`config.mk`:
```
export PLATFORM = sky130hd
export DESIGN_NAME = sib_status_boot
export DESIGN_NICKNAME = d
export VERILOG_FILES = /design/src/core/sib_pkg.sv /design/src/core/sib_blinker.sv /design/src/core/sib_status_boot.sv
export SDC_FILE = /design/constraint.sdc
export NUM_CORES = 1
export LEC_CHECK = 0
export ABC_AREA = 0
export BUFFER_PORTS_ARGS = -buffer_cell sky130_fd_sc_hd__buf_2
export CAP_MARGIN = 30
export CORE_MARGIN = 3
export CORE_UTILIZATION = 50
export CTS_CLUSTER_DIAMETER = 40
export DETAILED_ROUTE_END_ITERATION = 8
export PLACE_DENSITY = 0.69
export SYNTH_ARGS = -nofsm -noshare
export SYNTH_HDL_FRONTEND = slang
export SYNTH_SLANG_ARGS = --single-unit
```
`constraint.sdc`:
```
create_clock -name clk -period 2.3 [get_ports clk]
set_input_delay 0.23 -clock clk [delete_from_list [all_inputs] [get_ports clk]]
set_output_delay 0.23 -clock clk [all_outputs]
set_load 0.05 [all_outputs]
```
`src/core/sib_pkg.sv`:
```
/*
 * Shared constants and types for the status indicator and boot strap block.
 * Assumes a free-running 20 MHz clock and a synchronous active-low reset.
 */
package sib_pkg;

   localparam int unsigned CLK_HZ = 20_000_000;

   // Blink timings in milliseconds, turned into clock cycles below.
   localparam int unsigned FAST_PERIOD_MS = 1000;
   localparam int unsigned FAST_ON_MS     = 500;
   localparam int unsigned SLOW_PERIOD_MS = 3000;
   localparam int unsigned SLOW_ON_MS     = 300;

   localparam int unsigned CYC_PER_MS     = CLK_HZ / 1000;
   localparam int unsigned FAST_PERIOD_CYC = FAST_PERIOD_MS * CYC_PER_MS;
   localparam int unsigned FAST_ON_CYC     = FAST_ON_MS * CYC_PER_MS;
   localparam int unsigned SLOW_PERIOD_CYC = SLOW_PERIOD_MS * CYC_PER_MS;
   localparam int unsigned SLOW_ON_CYC     = SLOW_ON_MS * CYC_PER_MS;

   localparam int unsigned CNT_W = 26;
   localparam int unsigned TEMP_W = 8;

   // Edges after reset release before the strap synchronisers show pins.
   localparam logic [1:0]  SYNC_FILL = 2'h2;

   typedef enum logic [2:0] {
      SIB_ST_OFF        = 3'h0,
      SIB_ST_SEARCH     = 3'h1,
      SIB_ST_UNREG      = 3'h2,
      SIB_ST_TURN_OFF   = 3'h3,
      SIB_ST_REGISTERED = 3'h4,
      SIB_ST_CALL       = 3'h5
   } sib_dev_state_t;

   typedef enum logic [1:0] {
      SIB_BOOT_NORMAL   = 2'h0,
      SIB_BOOT_FAST     = 2'h1,
      SIB_BOOT_RECOVERY = 2'h2
   } sib_boot_mode_t;

   typedef struct packed {
      logic                mon_enable;
      logic                limit_valid;
      logic [TEMP_W-1:0]   limit;
   } sib_temp_cfg_t;

endpackage

```
`src/core/sib_blinker.sv`:
```
/*
 * Blink pattern generator: a free-running period counter with a duty compare.
 * Assumes period and on time are stable while enabled; a period change restarts it.
 */
`timescale 1ns/1ns
module sib_blinker
   import sib_pkg::*;
(
   input  wire logic             clk,
   input  wire logic             resetn,
   input  wire logic             enable,
   input  wire logic [CNT_W-1:0] period_cyc,
   input  wire logic [CNT_W-1:0] on_cyc,
   output logic                  blink
);

   logic [CNT_W-1:0] cnt_ff;
   logic [CNT_W-1:0] nxt_cnt;
   logic [CNT_W-1:0] period_ff;
   logic             wrap;
   logic             restart;

   assign restart = !enable || (period_cyc != period_ff);
   assign wrap    = (cnt_ff == period_cyc - CNT_W'(1));
   assign nxt_cnt = (restart || wrap) ? '0 : cnt_ff + CNT_W'(1);
   assign blink   = enable && (cnt_ff < on_cyc);

   always_ff @(posedge clk) begin
      if (!resetn) begin
         cnt_ff    <= '0;
         period_ff <= '0;
      end else begin
         cnt_ff    <= nxt_cnt;
         period_ff <= period_cyc;
      end
   end

endmodule

```
`src/core/sib_status_boot.sv`:
```
/*
 * Status indicator driver, temperature alarm output and boot strap capture.
 * Assumes strap pins and the temperature reading come from outside the
 * clock domain; device state and settings come from same-clock logic.
 */
`timescale 1ns/1ns
module sib_status_boot
   import sib_pkg::*;
(
   input  wire logic              clk,
   input  wire logic              resetn,
   input  wire sib_dev_state_t    dev_state,
   input  wire sib_temp_cfg_t     temp_cfg,
   input  wire logic [TEMP_W-1:0] temp_in,
   input  wire logic              fast_boot_strap_in,
   input  wire logic              recovery_boot_strap_in,
   output logic                   status_indicator_out,
   output logic                   temp_alarm_out,
   output sib_boot_mode_t         boot_mode,
   output logic                   boot_mode_valid
);

   ////////////////////////////////////////////////////////////////////////
   // Synchronisers for pin inputs.

   logic [1:0]        fast_sync_ff;
   logic [1:0]        rec_sync_ff;
   logic [TEMP_W-1:0] temp_s1_ff;
   logic [TEMP_W-1:0] temp_s2_ff;

   always_ff @(posedge clk) begin
      if (!resetn) begin
         fast_sync_ff <= 2'h0;
         rec_sync_ff  <= 2'h0;
         temp_s1_ff   <= '0;
         temp_s2_ff   <= '0;
      end else begin
         fast_sync_ff <= {fast_sync_ff[0], fast_boot_strap_in};
         rec_sync_ff  <= {rec_sync_ff[0], recovery_boot_strap_in};
         temp_s1_ff   <= temp_in;
         temp_s2_ff   <= temp_s1_ff;
      end
   end

   ////////////////////////////////////////////////////////////////////////
   // Status indicator.

   logic             fast_sel;
   logic             slow_sel;
   logic             blink_en;
   logic [CNT_W-1:0] period_sel;
   logic [CNT_W-1:0] on_sel;
   logic             blink;
   logic             nxt_led;
   logic             led_ff;

   assign fast_sel = (dev_state == SIB_ST_SEARCH) ||
                     (dev_state == SIB_ST_UNREG) ||
                     (dev_state == SIB_ST_TURN_OFF);
   assign slow_sel = (dev_state == SIB_ST_REGISTERED);
   assign blink_en = fast_sel || slow_sel;
   assign period_sel = fast_sel ? CNT_W'(FAST_PERIOD_CYC)
                                : CNT_W'(SLOW_PERIOD_CYC);
   assign on_sel     = fast_sel ? CNT_W'(FAST_ON_CYC)
                                : CNT_W'(SLOW_ON_CYC);
   // Call steady on, everything else not blinking steady off.
   assign nxt_led = (dev_state == SIB_ST_CALL) ? 1'h1 : blink;

   sib_blinker u_blinker (
      .clk        (clk),
      .resetn     (resetn),
      .enable     (blink_en),
      .period_cyc (period_sel),
      .on_cyc     (on_sel),
      .blink      (blink)
   );

   always_ff @(posedge clk) begin
      if (!resetn) begin
         led_ff <= 1'h0;
      end else begin
         led_ff <= nxt_led;
      end
   end

   assign status_indicator_out = led_ff;

   ////////////////////////////////////////////////////////////////////////
   // Temperature alarm. The reading is synchronised per bit, so a word
   // caught mid-change can arrive torn. A value is only taken once two
   // samples in a row agree; this costs two cycles of alarm latency.

   logic [TEMP_W-1:0] temp_s3_ff;
   logic [TEMP_W-1:0] temp_ok_ff;
   logic [TEMP_W-1:0] nxt_temp_ok;
   logic              temp_agree;
   logic              alarm_ff;
   logic              nxt_alarm;

   assign temp_agree  = (temp_s2_ff == temp_s3_ff);
   assign nxt_temp_ok = temp_agree ? temp_s2_ff : temp_ok_ff;
   assign nxt_alarm   = temp_cfg.mon_enable && temp_cfg.limit_valid &&
                        (temp_ok_ff >= temp_cfg.limit);

   always_ff @(posedge clk) begin
      if (!resetn) begin
         temp_s3_ff <= '0;
         temp_ok_ff <= '0;
         alarm_ff   <= 1'h0;
      end else begin
         temp_s3_ff <= temp_s2_ff;
         temp_ok_ff <= nxt_temp_ok;
         alarm_ff   <= nxt_alarm;
      end
   end

   assign temp_alarm_out = alarm_ff;

   ////////////////////////////////////////////////////////////////////////
   // Boot strap capture. Sampling waits until the synchronisers have
   // filled after reset, so the capture sees real pin levels.

   logic [1:0]     wait_ff;
   logic           captured_ff;
   sib_boot_mode_t mode_ff;
   sib_boot_mode_t nxt_mode;
   logic           take;

   assign take = !captured_ff && (wait_ff == SYNC_FILL);
   assign nxt_mode = rec_sync_ff[1]  ? SIB_BOOT_RECOVERY :
                     fast_sync_ff[1] ? SIB_BOOT_FAST :
                                       SIB_BOOT_NORMAL;

   always_ff @(posedge clk) begin
      if (!resetn) begin
         wait_ff     <= 2'h0;
         captured_ff <= 1'h0;
         mode_ff     <= SIB_BOOT_NORMAL;
      end else begin
         if (wait_ff != SYNC_FILL) begin
            wait_ff <= wait_ff + 2'h1;
         end
         if (take) begin
            captured_ff <= 1'h1;
            mode_ff     <= nxt_mode;
         end
      end
   end

   assign boot_mode       = mode_ff;
   assign boot_mode_valid = captured_ff;

   ////////////////////////////////////////////////////////////////////////
   // Checks.

   a_call_steady_on: assert property (
      @(posedge clk) disable iff (!resetn)
      dev_state == SIB_ST_CALL |=> status_indicator_out)
      else $error("indicator not on during call");

   a_off_steady_off: assert property (
      @(posedge clk) disable iff (!resetn)
      dev_state == SIB_ST_OFF |=> !status_indicator_out)
      else $error("indicator not off while device off");

   a_unknown_state_off: assert property (
      @(posedge clk) disable iff (!resetn)
      dev_state > SIB_ST_CALL |=> !status_indicator_out)
      else $error("indicator not off for unknown state");

   a_fast_on_start: assert property (
      @(posedge clk) disable iff (!resetn)
      fast_sel && $past(!fast_sel) |=> ##1 status_indicator_out)
      else $error("fast blink does not start on");

   a_slow_on_start: assert property (
      @(posedge clk) disable iff (!resetn)
      slow_sel && $past(!slow_sel) |=> ##1 status_indicator_out)
      else $error("slow blink does not start on");

   a_alarm_follows: assert property (
      @(posedge clk) disable iff (!resetn)
      nxt_alarm |=> temp_alarm_out)
      else $error("temperature alarm not raised");

   a_alarm_disabled: assert property (
      @(posedge clk) disable iff (!resetn)
      !temp_cfg.mon_enable |=> !temp_alarm_out)
      else $error("alarm raised while monitor disabled");

   a_no_limit_quiet: assert property (
      @(posedge clk) disable iff (!resetn)
      !temp_cfg.limit_valid |=> !temp_alarm_out)
      else $error("alarm raised without a valid limit");

   a_reading_held: assert property (
      @(posedge clk) disable iff (!resetn)
      !temp_agree |=> $stable(temp_ok_ff))
      else $error("unsettled reading reached the compare");

   a_recovery_wins: assert property (
      @(posedge clk) disable iff (!resetn)
      take && rec_sync_ff[1] |=> boot_mode == SIB_BOOT_RECOVERY)
      else $error("recovery strap not honoured");

   a_fast_boot: assert property (
      @(posedge clk) disable iff (!resetn)
      take && fast_sync_ff[1] && !rec_sync_ff[1]
      |=> boot_mode == SIB_BOOT_FAST)
      else $error("fast boot strap not honoured");

   a_normal_boot: assert property (
      @(posedge clk) disable iff (!resetn)
      take && !fast_sync_ff[1] && !rec_sync_ff[1]
      |=> boot_mode == SIB_BOOT_NORMAL)
      else $error("normal boot not selected without straps");

   a_mode_frozen: assert property (
      @(posedge clk) disable iff (!resetn)
      boot_mode_valid |=> $stable(boot_mode) && boot_mode_valid)
      else $error("boot mode changed after capture");

   a_no_early_valid: assert property (
      @(posedge clk) disable iff (!resetn)
      !captured_ff && wait_ff != SYNC_FILL |=> !boot_mode_valid)
      else $error("boot mode valid before straps settled");

   a_valid_from_take: assert property (
      @(posedge clk) disable iff (!resetn)
      $rose(boot_mode_valid) |-> $past(take))
      else $error("boot mode valid without a capture");

endmodule

```
==> run metrics <==
Clk pwr share=40.9%; Util after Layout=60.1%; switching power=0.602 mW; Synth Net Count=367; vias in the first global route=2153; number of flops mapped to enable cells by yosys=0; Worst EP arrival=2.20 ns; post-route ant nets=0; Layout Nets=402; commonest cells in the netlist=dfxtp_1, nor2_1, and2_1; CTS resizes=0; Yosys cell types=45; syn_area_per_cell=9.81 um^2; Internal Power=2.02 mW; Max clock buf depth=2; Tmin final=1.96 ns; 1st-pass router iterations=4; Post-Route WL=5.32 mm; max_cap viols=0; final setup TNS=0 ns; CORE AREA=0.00603 mm^2; CTS clk-pin slew, worst paths=0.08 ns; # DRC=0; First DRT Iteration DRCs=76; top-area cell type share of the netlist area=45.5%; Clk Latency, worst-skew pair=0.34 ns; IO Port Bufs=29; Req. time, crit path=2.55 ns; Num CTS Buffers=9; Die Wd=85.6 um; # setup viols final=0; Hold Startpoint=temp_in[4]; share of cells above drive strength 1=15.2%; Layout fillers=561; path depth of the worst reg2reg path=6; # diodes=0; hpwl dp=3.77 mm; clock tree root driver cell=clkbuf_8; TritonCTS clock tree=built; Starting Density=52.6%; Layout area overhead=14.3%; worst hold path depth=2; Sink Count=72; Routed wire per std cell=12.1 um; Hold Vio Cnt, Final=0; largest fanout on the critical path=9; Worst-Margin Slew=0.579 ns; Ys Warns=0; I/O pin total=30; via count=2213; Seq/Total Area, Yosys=45.5%; RSZ-0062 raised after global routing=false; combinational power share=8.7%; Sequential Power Share=50.4%; Cells after Synth=323; Synth Flop Type=dfxtp_1; Top Layer Used=met4; GRT Residual Overflow=0; clock skew=0.0114 ns; relative slew slack=60.4%; hold_buf cts=0; Post-Syn Area=0.00317 mm^2; M1 WL=2.54 mm; metal2 WL=2.45 mm; critical setup path kind=in2reg; Synth Register Bits=72; count leader, synth=dfxtp_1; die area=0.00733 mm^2; power per cell area=724 mW/mm^2; CP endpoint kind=flop; first-pass GRT wire length=9.34 mm; ys async rst share=0%; Min-Delay Path Class=in2reg; row cnt=28; routability cong.=0.801; initial antenna violation count=0; worst flop-to-flop path startpoint=u_blinker.cnt_ff[12]; Sw Share=23.0%; Area contributors post-synth=dfxtp_1, ha_1, and2_1; Die Ht=85.6 um; outcome=complete, no violations; routed vias/inst=5.05; fmax=511 MHz; Final Max Tran Viols=0; post-route clock period utilization=85.0%; P_leak=1.53 nW; crit path launch=dev_state[0]; met3 wire length=252 um; Total GRT Usage=16.0%; Max VDD drop=0.480 mV; post-synth top area cell=dfxtp_1; H-tree depth=3; largest net degree at the start of global routing=28; Worst setup SP type=input port; Post-CTS Setup Bufs=0
-- worst paths after layout --
path / end / slack (ns)
hold reg to reg: rec_sync_ff[1] / 0.42
setup / recovery: status_indicator_out / 0.34
setup reg to reg: status_indicator_out / 0.44
hold / removal: temp_s1_ff[4] / 0.1
-- metal layers --
layer	GRT usage [%]	up-vias
li1	-	1169
met1	19.8	1004
met2	26.0	35
met3	5.86	5
met4	5.32	0
met5	0	-
-- worst max-delay path: stages --
cell and delay, ns:
buf_2 0.10, nor2_1 0.07, nor2_4 0.21, inv_2 0.12, ha_1 0.34, a2111oi_0 0.59
o21ai_0 0.18, a21oi_1 0.15, nor3b_1 0.20
-- sequential cells by signal, summed over array words and instances (netlist names), 3 cells and up --
signal,cells
u_blinker.cnt_ff,26
temp_s2_ff,8
temp_s3_ff,8
u_blinker.period_ff,3
temp_ok_ff,8
temp_s1_ff,8
-- per-stage QoR --
step                instance area [um^2]  hold WS, ns  total power, mW  std cells  setup slack [ns]
floorplan                           3170        0.258             1.52        323             0.303
global placement                    3400        0.414             1.57        422            0.0231
detailed placement                  3400        0.419             1.58        422            0.0271
CTS                                 3620       0.0779             2.67        438             0.369
global route                        3620       0.0707             2.76        438             0.120
finish                              3620       0.0958             2.62        438             0.344
-- placed cells by master, fill, tap and decap left out, drive strengths merged, types with 2 or more instances in the layout --
| cell | n |
|---|---|
| o21ai | 5 |
| nand4 | 9 |
| nand3 | 12 |
| nand2 | 14 |
| xnor2 | 11 |
| a21oi | 7 |
| ha | 19 |
| xor2 | 20 |
| bufinv | 2 |
| a2111oi | 2 |
| nor2 | 34 |
| mux2i | 10 |
| and2 | 32 |
| dfxtp | 72 |
| clkbuf | 10 |
| clkinv | 3 |
| buf | 32 |
| and4 | 2 |
| nor4bb | 3 |
| o21a | 2 |
| nor3b | 2 |
| a211oi | 3 |
| nor3 | 7 |
| a21o | 2 |
| inv | 14 |
| nor4 | 2 |
| o211ai | 2 |
| or3b | 2 |
| nor2b | 13 |
| and3 | 4 |
-- cell type report --
type                            instances  area, um^2  area share, %
Clock buffer                           10         128           3.52
Clock inverter                          6        91.3           2.52
Inverter                               13        48.8           1.35
Multi-Input combinational cell        230        1640           45.3
Sequential cell                        72        1440           39.8
Tap cell                               75        93.8           2.59
Timing Repair Buffer                   32         180           4.97
-- power groups by stage --
stage | clock network (mW) | registers (mW) | logic, mW
2_1_floorplan | 0 | 1.37 | 0.146
3_3_place_gp | 0 | 1.35 | 0.223
3_5_place_dp | 0 | 1.35 | 0.231
4_1_cts | 1.11 | 1.32 | 0.233
5_1_grt | 1.17 | 1.33 | 0.259
6_report | 1.07 | 1.32 | 0.229
-- kinds of logic (layout without fill, tap and decap cells) --
group	after synthesis	in the layout	share of synthesized area, %
adders and majority gates	19	19	7.50
AOI/OAI and AO/OA	27	27	6.04
buffers and inverters	21	61	2.76
xor gates and xnor gates	31	31	8.57
DFF	72	72	45.5
muxes	11	11	3.63
and+or+nand+nor	142	142	26.0
No activity file was read; power rests on OpenSTA's default activity.
